[src/hdl/sbm_pkg.sv]
//------------------------------------------------------------------------------
// Purpose: Shared constants and types of the synchronous burst memory port
// Assumes: Word-aligned register map, 32-bit register data
// Notes:   Field positions follow the struct layouts below
//------------------------------------------------------------------------------
package sbm_pkg;

	// Widths and counts
	localparam int DATA_W = 32;
	localparam int ADDR_W = 20;
	localparam int SPACES = 4;
	localparam int REG_ADDR_W = 6;
	localparam int FIFO_DEPTH = 32;
	localparam int MAX_LAT = 3;

	// Register byte offsets
	localparam logic [5:0] OFF_SEC0 = 6'h00;
	localparam logic [5:0] OFF_SEC1 = 6'h04;
	localparam logic [5:0] OFF_SEC2 = 6'h08;
	localparam logic [5:0] OFF_SEC3 = 6'h0C;
	localparam logic [5:0] OFF_ADDR = 6'h10;
	localparam logic [5:0] OFF_WDATA = 6'h14;
	localparam logic [5:0] OFF_CMD = 6'h18;
	localparam logic [5:0] OFF_STATUS = 6'h1C;
	localparam logic [5:0] OFF_RDATA = 6'h20;

	// Space control fields: read latency [1:0], write latency [3:2],
	// chip enable extend [4], strobe function [5], clock select [6]
	localparam int SEC_W = 7;
	localparam logic [6:0] SEC_RESET = 7'h00;

	// Command fields: space [1:0], write [2], burst length minus one [5:3]
	localparam int CMD_W = 6;

	// Status fields
	localparam int ST_BUSY_BIT = 0;
	localparam int ST_FULL_BIT = 1;
	localparam int ST_EMPTY_BIT = 2;
	localparam int ST_PEND_BIT = 3;
	localparam int ST_COUNT_LSB = 8;
	localparam int ST_BEATS_LSB = 16;

	typedef struct packed {
		logic clkSel;
		logic strobeSel;
		logic ceExtend;
		logic [1:0] writeLat;
		logic [1:0] readLat;
	} sbm_space_cfg_s;

	typedef struct packed {
		logic [2:0] lenM1;
		logic write;
		logic [1:0] space;
	} sbm_cmd_s;

	typedef struct packed {
		logic [SPACES-1:0] chipEnableN;
		logic strobeN;
		logic outputEnableN;
		logic writeEnableN;
	} sbm_pins_s;

	localparam sbm_pins_s PINS_IDLE = '{chipEnableN: 4'hF, strobeN: 1'b1,
		outputEnableN: 1'b1, writeEnableN: 1'b1};

	typedef enum logic [1:0] {
		ST_IDLE,
		ST_ISSUE,
		ST_DRAIN,
		ST_DESEL
	} sbm_state_e;

endpackage

[src/hdl/sbm_mem.sv]
//------------------------------------------------------------------------------
// Purpose: Small two-port word memory with registered read data
// Assumes: One write and one read port on the same clock
// Notes:   A write to the address being read is passed straight through
//------------------------------------------------------------------------------
module sbm_mem #(
	parameter int WIDTH = 32,
	parameter int DEPTH = 32,
	parameter int AW = $clog2(DEPTH)
) (
	// Clock
	input wire logic clk,
	input wire logic clkEn,
	// Write port
	input wire logic writeEn,
	input wire logic [AW-1:0] writeAddr,
	input wire logic [WIDTH-1:0] writeData,
	// Read port
	input wire logic [AW-1:0] readAddr,
	output logic [WIDTH-1:0] readData
);

	logic [WIDTH-1:0] store [DEPTH];

	// Storage write
	always_ff @(posedge clk) begin
		if (clkEn && writeEn) begin
			store[writeAddr] <= writeData;
		end
	end

	// Registered read with write bypass
	always_ff @(posedge clk) begin
		if (clkEn) begin
			if (writeEn && writeAddr == readAddr) begin
				readData <= writeData;
			end else begin
				readData <= store[readAddr];
			end
		end
	end

endmodule

[src/hdl/sbm_fifo.sv]
//------------------------------------------------------------------------------
// Purpose: Valid/ready FIFO holding write data for the memory port
// Assumes: Depth is a power of two
// Notes:   Output word is valid in the cycle after it becomes the oldest
//------------------------------------------------------------------------------
module sbm_fifo #(
	parameter int WIDTH = 32,
	parameter int DEPTH = 32
) (
	// Clock and reset
	input wire logic clk,
	input wire logic reset,
	input wire logic clkEn,
	// Filling side
	input wire logic inValid,
	output logic inReady,
	input wire logic [WIDTH-1:0] inData,
	// Draining side
	output logic outValid,
	input wire logic outReady,
	output logic [WIDTH-1:0] outData,
	// Fill level
	output logic [$clog2(DEPTH):0] count
);

	localparam int AW = $clog2(DEPTH);

	logic [AW:0] wrPtr_q;
	logic [AW:0] rdPtr_q;
	logic [AW:0] rdPtr_d;
	logic push;
	logic pop;
	logic outValid_q;

	// Elaboration check on the depth
	if (DEPTH < 2 || (1 << AW) != DEPTH) begin : gDepthCheck
		$error("sbm_fifo: DEPTH must be a power of two, at least 2");
	end

	assign count = wrPtr_q - rdPtr_q;
	assign inReady = count != DEPTH[AW:0];
	assign push = inValid && inReady;
	assign pop = outValid && outReady;
	assign rdPtr_d = rdPtr_q + {{AW{1'b0}}, pop};
	assign outValid = outValid_q;

	// Pointers
	always_ff @(posedge clk) begin
		if (reset) begin
			wrPtr_q <= '0;
			rdPtr_q <= '0;
		end else if (clkEn) begin
			wrPtr_q <= wrPtr_q + {{AW{1'b0}}, push};
			rdPtr_q <= rdPtr_d;
		end
	end

	// Output valid is registered at the same edge as the memory read data
	always_ff @(posedge clk) begin
		if (reset) begin
			outValid_q <= 1'b0;
		end else if (clkEn) begin
			outValid_q <= (wrPtr_q != rdPtr_d) || (push && !pop
				&& wrPtr_q == rdPtr_q) ? (wrPtr_q != rdPtr_d) : 1'b0;
		end
	end

	sbm_mem #(.WIDTH(WIDTH), .DEPTH(DEPTH)) uMem (
		.clk(clk),
		.clkEn(clkEn),
		.writeEn(push),
		.writeAddr(wrPtr_q[AW-1:0]),
		.writeData(inData),
		.readAddr(rdPtr_d[AW-1:0]),
		.readData(outData)
	);

endmodule

[src/hdl/sbm_sync_if.sv]
//------------------------------------------------------------------------------
//------------------------------------------------------------------------------
// Purpose: Synchronous burst SRAM / ZBT / FIFO port engine with registers
// Assumes: Memory output clocks are free-running inputs slower than clk
// Notes:   All pin outputs change only at a detected memory clock edge
//------------------------------------------------------------------------------
//
// The implementer's own choices: the strobed register port and the address map.
module sbm_sync_if
	import sbm_pkg::*;
#(
	parameter int FIFO_WORDS = sbm_pkg::FIFO_DEPTH
) (
	// Clock, reset, enable
	input wire logic clk,
	input wire logic reset,
	input wire logic clkEn,
	// Register port
	input wire logic [sbm_pkg::REG_ADDR_W-1:0] regAddr,
	input wire logic [31:0] regWdata,
	input wire logic regWrite,
	input wire logic regRead,
	output logic [31:0] regRdata,
	// Memory clocks from the clock generator
	input wire logic memClockOut1,
	input wire logic memClockOut2,
	// Memory control pins
	output sbm_pkg::sbm_pins_s syncPins,
	output logic [sbm_pkg::ADDR_W-1:0] memAddr,
	// Memory data pins
	output logic [sbm_pkg::DATA_W-1:0] memDataOut,
	output logic memDataOe,
	input wire logic [sbm_pkg::DATA_W-1:0] memDataIn
);

	import sbm_pkg::*;

	if (FIFO_WORDS < 8 || FIFO_WORDS > 64) begin : gWordsCheck
		$error("sbm_sync_if: FIFO_WORDS must lie between 8 and 64");
	end

	localparam int CW = $clog2(FIFO_WORDS) + 1;

	//--------------------------------------------------------------------------
	// Declarations
	//--------------------------------------------------------------------------
	sbm_space_cfg_s spaceCfg_q [SPACES];
	sbm_space_cfg_s cfg;
	sbm_cmd_s cmd_q;
	sbm_state_e state_q;
	logic cmdPending_q;
	logic [ADDR_W-1:0] baseAddr_q;
	logic [2:0] beatIdx_q;
	logic [3:0] cmdLeft_q;
	logic [3:0] dataLeft_q;
	logic [3:1] pipe_q;
	logic [1:0] lat;
	logic beatNow;
	logic dataBeat;
	logic lastData;
	logic tick;
	logic [2:0] clk1Sync_q;
	logic [2:0] clk2Sync_q;
	logic [DATA_W-1:0] dataSync1_q;
	logic [DATA_W-1:0] dataSync2_q;
	logic [DATA_W-1:0] readWord_q;
	logic [3:0] readBeats_q;
	logic [31:0] regRdata_q;
	sbm_pins_s pins_q;
	sbm_pins_s pins_d;
	logic [ADDR_W-1:0] memAddr_q;
	logic [DATA_W-1:0] memDataOut_q;
	logic memDataOe_q;
	logic fifoInValid;
	logic fifoInReady;
	logic fifoOutValid;
	logic fifoOutReady;
	logic [DATA_W-1:0] fifoOutData;
	logic [CW-1:0] fifoCount;
	logic [CW-1:0] burstLen;
	logic startOk;
	logic enterIssue;
	logic [31:0] statusWord;

	assign regRdata = regRdata_q;
	assign syncPins = pins_q;
	assign memAddr = memAddr_q;
	assign memDataOut = memDataOut_q;
	assign memDataOe = memDataOe_q;

	//--------------------------------------------------------------------------
	// Memory clock edge detection
	//--------------------------------------------------------------------------
	// Two-stage synchronisers; the third stage only feeds the edge compare
	always_ff @(posedge clk) begin
		if (reset) begin
			clk1Sync_q <= 3'h0;
			clk2Sync_q <= 3'h0;
		end else if (clkEn) begin
			clk1Sync_q <= {clk1Sync_q[1:0], memClockOut1};
			clk2Sync_q <= {clk2Sync_q[1:0], memClockOut2};
		end
	end

	// The space being served (or about to be) picks its memory clock
	assign cfg = spaceCfg_q[cmd_q.space];
	assign tick = cfg.clkSel ? (clk2Sync_q[1] && !clk2Sync_q[2])
		: (clk1Sync_q[1] && !clk1Sync_q[2]);

	// Read data bus synchroniser
	always_ff @(posedge clk) begin
		if (reset) begin
			dataSync1_q <= '0;
			dataSync2_q <= '0;
		end else if (clkEn) begin
			dataSync1_q <= memDataIn;
			dataSync2_q <= dataSync1_q;
		end
	end

	//--------------------------------------------------------------------------
	// Register port
	//--------------------------------------------------------------------------
	// Space control registers
	always_ff @(posedge clk) begin
		if (reset) begin
			for (int i = 0; i < SPACES; i++) begin
				spaceCfg_q[i] <= sbm_space_cfg_s'(SEC_RESET);
			end
		end else if (clkEn && regWrite && regAddr[5:4] == OFF_SEC0[5:4]
			&& regAddr[1:0] == 2'h0) begin
			spaceCfg_q[regAddr[3:2]] <= sbm_space_cfg_s'(regWdata[SEC_W-1:0]);
		end
	end

	// Base address register
	always_ff @(posedge clk) begin
		if (reset) begin
			baseAddr_q <= '0;
		end else if (clkEn && regWrite && regAddr == OFF_ADDR) begin
			baseAddr_q <= regWdata[ADDR_W-1:0];
		end
	end

	// Command register; a command written while one is held is dropped
	always_ff @(posedge clk) begin
		if (reset) begin
			cmd_q <= '0;
			cmdPending_q <= 1'b0;
		end else if (clkEn) begin
			if (regWrite && regAddr == OFF_CMD && !cmdPending_q
				&& state_q == ST_IDLE) begin
				cmd_q <= sbm_cmd_s'(regWdata[CMD_W-1:0]);
				cmdPending_q <= 1'b1;
			end else if (enterIssue) begin
				cmdPending_q <= 1'b0;
			end
		end
	end

	// Write data words go into the FIFO; a full FIFO drops the word
	assign fifoInValid = regWrite && regAddr == OFF_WDATA;

	assign statusWord = {{(32 - ST_BEATS_LSB - 4){1'b0}}, readBeats_q,
		{(ST_BEATS_LSB - ST_COUNT_LSB - CW){1'b0}}, fifoCount,
		{(ST_COUNT_LSB - ST_PEND_BIT - 1){1'b0}}, cmdPending_q,
		!fifoOutValid && fifoCount == '0, !fifoInReady,
		state_q != ST_IDLE};

	// Read data stand for one cycle only; unmapped offsets read zero
	always_ff @(posedge clk) begin
		if (reset) begin
			regRdata_q <= '0;
		end else if (clkEn) begin
			regRdata_q <= '0;
			if (regRead) begin
				unique case (regAddr)
					OFF_SEC0, OFF_SEC1, OFF_SEC2, OFF_SEC3: begin
						regRdata_q <= {{(32 - SEC_W){1'b0}},
							spaceCfg_q[regAddr[3:2]]};
					end
					OFF_ADDR: regRdata_q <= {{(32 - ADDR_W){1'b0}}, baseAddr_q};
					OFF_CMD: regRdata_q <= {{(32 - CMD_W){1'b0}}, cmd_q};
					OFF_STATUS: regRdata_q <= statusWord;
					OFF_RDATA: regRdata_q <= readWord_q;
					default: regRdata_q <= '0;
				endcase
			end
		end
	end

	//--------------------------------------------------------------------------
	// Write data FIFO
	//--------------------------------------------------------------------------
	sbm_fifo #(.WIDTH(DATA_W), .DEPTH(FIFO_WORDS)) uFifo (
		.clk(clk),
		.reset(reset),
		.clkEn(clkEn),
		.inValid(fifoInValid),
		.inReady(fifoInReady),
		.inData(regWdata),
		.outValid(fifoOutValid),
		.outReady(fifoOutReady),
		.outData(fifoOutData),
		.count(fifoCount)
	);

	//--------------------------------------------------------------------------
	// Burst engine
	//--------------------------------------------------------------------------
	assign burstLen = CW'(cmd_q.lenM1) + CW'(1);
	// A write waits until its whole burst sits in the FIFO
	assign startOk = cmdPending_q && (!cmd_q.write || fifoCount >= burstLen);
	assign enterIssue = tick && state_q == ST_IDLE && startOk;

	// Latency of the current direction, in memory clock edges
	assign lat = cmd_q.write ? cfg.writeLat : cfg.readLat;
	assign beatNow = state_q == ST_ISSUE;
	// Data beat lags its command by the latency count of edges; a read of
	// latency zero is answered inside the command period, so it is taken
	// at the next edge, once the synchronised data bus has caught up
	assign dataBeat = (lat != 2'd0) ? pipe_q[lat]
		: (cmd_q.write ? beatNow : pipe_q[1]);
	assign lastData = dataBeat && dataLeft_q == 4'd1;
	assign fifoOutReady = tick && dataBeat && cmd_q.write;

	// Command delay line, shifted once per selected memory clock edge
	always_ff @(posedge clk) begin
		if (reset) begin
			pipe_q <= '0;
		end else if (clkEn && tick) begin
			pipe_q <= {pipe_q[2:1], beatNow};
		end
	end

	// Sequence state
	always_ff @(posedge clk) begin
		if (reset) begin
			state_q <= ST_IDLE;
		end else if (clkEn && tick) begin
			unique case (state_q)
				ST_IDLE: begin
					if (startOk) begin
						state_q <= ST_ISSUE;
					end
				end
				ST_ISSUE: begin
					if (cmdLeft_q == 4'd1) begin
						if (!lastData) begin
							state_q <= ST_DRAIN;
						end else if (!cfg.strobeSel) begin
							state_q <= ST_DESEL;
						end else begin
							state_q <= ST_IDLE;
						end
					end
				end
				ST_DRAIN: begin
					if (lastData) begin
						state_q <= cfg.strobeSel ? ST_IDLE : ST_DESEL;
					end
				end
				ST_DESEL: state_q <= ST_IDLE;
			endcase
		end
	end

	// Beat counters and address index
	always_ff @(posedge clk) begin
		if (reset) begin
			cmdLeft_q <= '0;
			dataLeft_q <= '0;
			beatIdx_q <= '0;
		end else if (clkEn && tick) begin
			if (enterIssue) begin
				cmdLeft_q <= {1'b0, cmd_q.lenM1} + 4'd1;
				dataLeft_q <= {1'b0, cmd_q.lenM1} + 4'd1;
				beatIdx_q <= '0;
			end else begin
				if (beatNow) begin
					cmdLeft_q <= cmdLeft_q - 4'd1;
					beatIdx_q <= beatIdx_q + 3'd1;
				end
				if (dataBeat) begin
					dataLeft_q <= dataLeft_q - 4'd1;
				end
			end
		end
	end

	// Read capture at each read data beat
	always_ff @(posedge clk) begin
		if (reset) begin
			readWord_q <= '0;
			readBeats_q <= '0;
		end else if (clkEn && tick) begin
			if (enterIssue && !cmd_q.write) begin
				readBeats_q <= '0;
			end else if (dataBeat && !cmd_q.write) begin
				readWord_q <= dataSync2_q;
				readBeats_q <= readBeats_q + 4'd1;
			end
		end
	end

	//--------------------------------------------------------------------------
	// Pin drive
	//--------------------------------------------------------------------------
	// Pin levels for the memory clock period that follows this edge
	always_comb begin
		pins_d = PINS_IDLE;
		if (beatNow) begin
			pins_d.chipEnableN[cmd_q.space] = 1'b0;
			// Strobe pin: address strobe or FIFO read enable
			pins_d.strobeN = cfg.strobeSel ? cmd_q.write : 1'b0;
			pins_d.writeEnableN = !cmd_q.write;
		end
		if (!cmd_q.write && (beatNow || state_q == ST_DRAIN)) begin
			pins_d.outputEnableN = 1'b0;
			if (cfg.ceExtend) begin
				pins_d.chipEnableN[cmd_q.space] = 1'b0;
			end
		end
		if (state_q == ST_DESEL) begin
			pins_d.strobeN = 1'b0;
		end
	end

	// Control pins and address, both registered at the edge
	always_ff @(posedge clk) begin
		if (reset) begin
			pins_q <= PINS_IDLE;
			memAddr_q <= '0;
		end else if (clkEn && tick) begin
			pins_q <= pins_d;
			if (beatNow) begin
				memAddr_q <= baseAddr_q + ADDR_W'(beatIdx_q);
			end
		end
	end

	// Write data driven on the data beat, bus released otherwise
	always_ff @(posedge clk) begin
		if (reset) begin
			memDataOut_q <= '0;
			memDataOe_q <= 1'b0;
		end else if (clkEn && tick) begin
			memDataOe_q <= dataBeat && cmd_q.write;
			if (dataBeat && cmd_q.write) begin
				memDataOut_q <= fifoOutData;
			end
		end
	end

endmodule

[config.mk]
export PLATFORM = sky130hd
export DESIGN_NAME = sbm_sync_if
export DESIGN_NICKNAME = d
export VERILOG_FILES = /design/src/hdl/sbm_pkg.sv /design/src/hdl/sbm_mem.sv /design/src/hdl/sbm_fifo.sv /design/src/hdl/sbm_sync_if.sv
export SDC_FILE = /design/constraint.sdc
export NUM_CORES = 2
export LEC_CHECK = 0
export BUFFER_PORTS_ARGS = -buffer_cell sky130_fd_sc_hd__buf_2
export CELL_PAD_IN_SITES_DETAIL_PLACEMENT = 1
export CELL_PAD_IN_SITES_GLOBAL_PLACEMENT = 2
export CORE_MARGIN = 2
export CORE_UTILIZATION = 50
export CTS_CLUSTER_SIZE = 12
export DETAILED_ROUTE_END_ITERATION = 12
export PLACE_DENSITY = 0.84
export SYNTH_ARGS = -nofsm -noshare
export SYNTH_HDL_FRONTEND = slang
export SYNTH_HIERARCHICAL = 1
export SYNTH_SLANG_ARGS = --single-unit
export TNS_END_PERCENT = 100
[constraint.sdc]
create_clock -name clk -period 12.19 [get_ports clk]
set_input_delay 0.6095 -clock clk [delete_from_list [all_inputs] [get_ports clk]]
set_output_delay 0.6095 -clock clk [all_outputs]
set_load 0.1 [all_outputs]
==> results.txt <==
WP data required - 12.81 ns
Reg2Reg Depth - 16
Hold depth - 3
Syn Std Cell Area - 0.0530 mm2
Clk_lat worst skew - 0.77 ns
Leakage - 19.1 nW
Final wirelength - 147,000 um
Yosys reg bits - 1,340
Area Overhead vs Synth - 12.5%
Max H-tree Level - 4
Worst Hold Class - input pin to flip-flop
Crit share post-route - 53.0%
First-pass DRT Iterations - 5
Fin. Hold Viols - 0
Primary FF master, synth - edfxtp_1
HPWL Detailed - 86,000 um
Synth area leader - edfxtp_1
Post-synth net total - 3,334
CP startpoint kind - flip-flop
# IOs - 169
Postcts setup bufs - 0
Cells after Synth - 3,228
Max cap viols - 0
Avg Synthesized Cell Area - 16.4 um2
Endpoints failing setup - 0
First-pass GRT wire length - 217,000 um
EDFF count, synth - 1,084
Root buffer cell - clkbuf_16
Met1 usage - 36.4%
Pins Over Slew Limit - 0
WS Path Type - flip-flop to flip-flop
Initial DRC Count - 3,008
Remaining Overflow, GRT - 0
Top-area cell type share of the netlist area - 61.4%
# clock sinks - 1,340
Tmin final - 6.46 ns
Power per Cell Area - 153 mW/mm2
Max clock buf depth - 3
F_max - 155 MHz
Setup TNS - 0 ns
Unrepaired setup endpoints after global routing - false
Number of global-route vias before repair - 32,049
Rows - 119
Capturing element type of the critical path - flip-flop
Vias/cell - 6.25
Initial antenna violation count - 5
YS warnings - 6
# port buffers - 168
Share of layout cells above drive strength 1 - 22.2%
Vias post-DR - 30,554
DR WL/cell - 30.1 um
PnR worst setup slack - 5.73 ns
CTS tree - built
Gr usage total - 27.3%
Tightest Pin Transition - 1.28 ns
Met2 usage in global routing - 45.1%
Chip height - 330 um
GPL Wtd Cong - 0.838
Met3 global-route usage - 5.15%
Initial Util - 50.4%
Post-synth cell types - 78
Largest cells by area after synthesis - edfxtp_1, dfxtp_1, mux4_2, mux2i_1, mux2_2
Gates resized, CTS repair - 0
Status - finished clean
Die ar. - 0.109 mm2
Crit path DAT - 7.09 ns
Nets - 3,503
CTS hold repair buffers - 0
Share of flip-flops with an asynchronous set or reset - 0%
Crit Path Max Fanout - 54
Max transition margin - 14.0%
Hold slack - 0.0990 ns
Worst-path clk slew - 0.06 ns
Dpl ws - 5.85 ns
Die width - 330 um
DR DRC count - 0
Max VDD drop - 0.114 mV
TritonCTS buffer count - 138
Post-route antenna net violation count - 0
Pin count of the biggest net entering global routing - 161
Post-synthesis sequential area ratio - 71.1%
Core Area - 0.105 mm2
Setup Skew - 0.0328 ns
Gr busiest metal - met2
[worst max-delay path, cell delays in order (launching register included)]
cell	delay (ns)
dfxtp_1	0.74
mux4_2	0.59
mux2_4	0.32
a211oi_4	0.23
a21oi_4	0.10
and3_1	0.23
and2_1	0.20
ha_4	0.17
and3_1	0.31
xnor2_2	0.77
buf_4	0.77
or3_1	0.33
buf_4	0.47
o22ai_1	0.14
or4_1	0.46
a211oi_1	0.33
a21o_1	0.14
[worst paths after layout]
kind	to	slack, ns	startpoint
worst max-delay path	uFifo/uMem/readData[18]	5.73	flip-flop
worst min-delay path	dataSync1_q[3]	0.1	memDataIn[3]
worst max register to register	uFifo/uMem/readData[18]	5.73	flip-flop
worst min register to register	readWord_q[22]	0.46	readWord_q[22]
[cell families (layout without fill, tap and decap cells)]
family / Yosys count / after routing / synth area share (%)
DFF: 1340 / 1340 / 71.1
and+or+nand+nor: 698 / 698 / 6.13
muxes: 465 / 465 / 13.9
AOI/OAI and AO/OA: 415 / 415 / 5.29
buffers and inverters: 238 / 507 / 2.16
xor gates and xnor gates: 43 / 43 / 0.710
adders and majority gates: 29 / 29 / 0.713
other: 0 / 1 / 0
[flip-flops by register name (all words and copies together), names as in the netlist, 2 cells and up, named ones only]
register and count:
uFifo/uMem/store 1024, dataSync1_q 32, dataSync2_q 32, memDataOut 32, readWord_q 32, regRdata 32
uFifo/uMem/readData 32, spaceCfg_q 28, baseAddr_q 20, memAddr 20, syncPins 7, cmd_q 6
uFifo/rdPtr_q 6, uFifo/wrPtr_q 6, cmdLeft_q 4, dataLeft_q 4, readBeats_q 4, beatIdx_q 3
clk1Sync_q 3, clk2Sync_q 3, pipe_q 3, state_q 2
[layout make-up]
cell class	instances	area [um2]
timing repair buffer	231	1340
clock inverter	29	315
antenna	1	2.50
sequential	1340	37700
multi-input combinational	1650	14500
clock buffer	211	3920
inverter	36	135
tap	1391	1740
fill	9569	45600
[cell usage after synthesis, types with 7 or more instances]
master / count
edfxtp_1: 1084
nor2_1: 279
dfxtp_1: 256
mux4_2: 208
nand2_1: 205
mux2i_1: 161
a21oi_1: 109
mux2_2: 93
clkbuf_1: 87
a211oi_1: 86
buf_2: 65
nor2b_1: 65
o22ai_1: 64
inv_1: 34
or4_1: 31
a22oi_1: 30
o211ai_1: 29
ha_1: 27
xnor2_1: 26
nand3_1: 25
a22o_1: 23
o21ai_0: 23
buf_1: 20
xor2_1: 17
buf_4: 15
buf_6: 15
a21o_1: 12
nand2b_1: 12
or3_1: 12
nand4_1: 11
nor3_1: 11
nand3b_1: 8
nor4_1: 7
[power by group]
part           switching, mW  internal [mW]
sequential            0.0135           4.96
clock                   1.75           2.27
combinational          0.121         0.0356
[layout by cell type (no fill, tap or decap), types with 24 or more instances in the layout]
master and count:
a21oi_1 109, mux2_2 93, mux2i_1 161, buf_2 166
dfxtp_1 256, nand2_1 205, xnor2_1 24, mux4_2 208
ha_1 25, nor2b_1 65, a22oi_1 30, a211oi_1 86
o211ai_1 29, clkbuf_16 141, or4_1 31, buf_4 62
nor2_4 34, edfxtp_1 1084, o22ai_1 64, inv_1 34
clkbuf_1 57, nand3_1 25, nor2_1 246
[stage by stage]
step | total power, mW | area (um2) | std cells | utilization, %
after global routing | 9.37 | 59700 | 4888 | 56.7
after floorplan | 5.12 | 53000 | 3228 | -
final | 9.14 | 59700 | 4889 | 56.7
after CTS | 9.20 | 59700 | 4888 | 56.7
after global placement | 5.21 | 55400 | 4648 | 52.7
after detailed placement | 5.23 | 55400 | 4648 | 52.7
[layer usage]
metal / part of all wire [%] / wire length [um]
met1: 41 / 59800
met2: 49 / 71800
met3: 7.0 / 10300
met4: 3.5 / 5150
met5: 0.034 / 50
(Power assumes the default switching activity.)
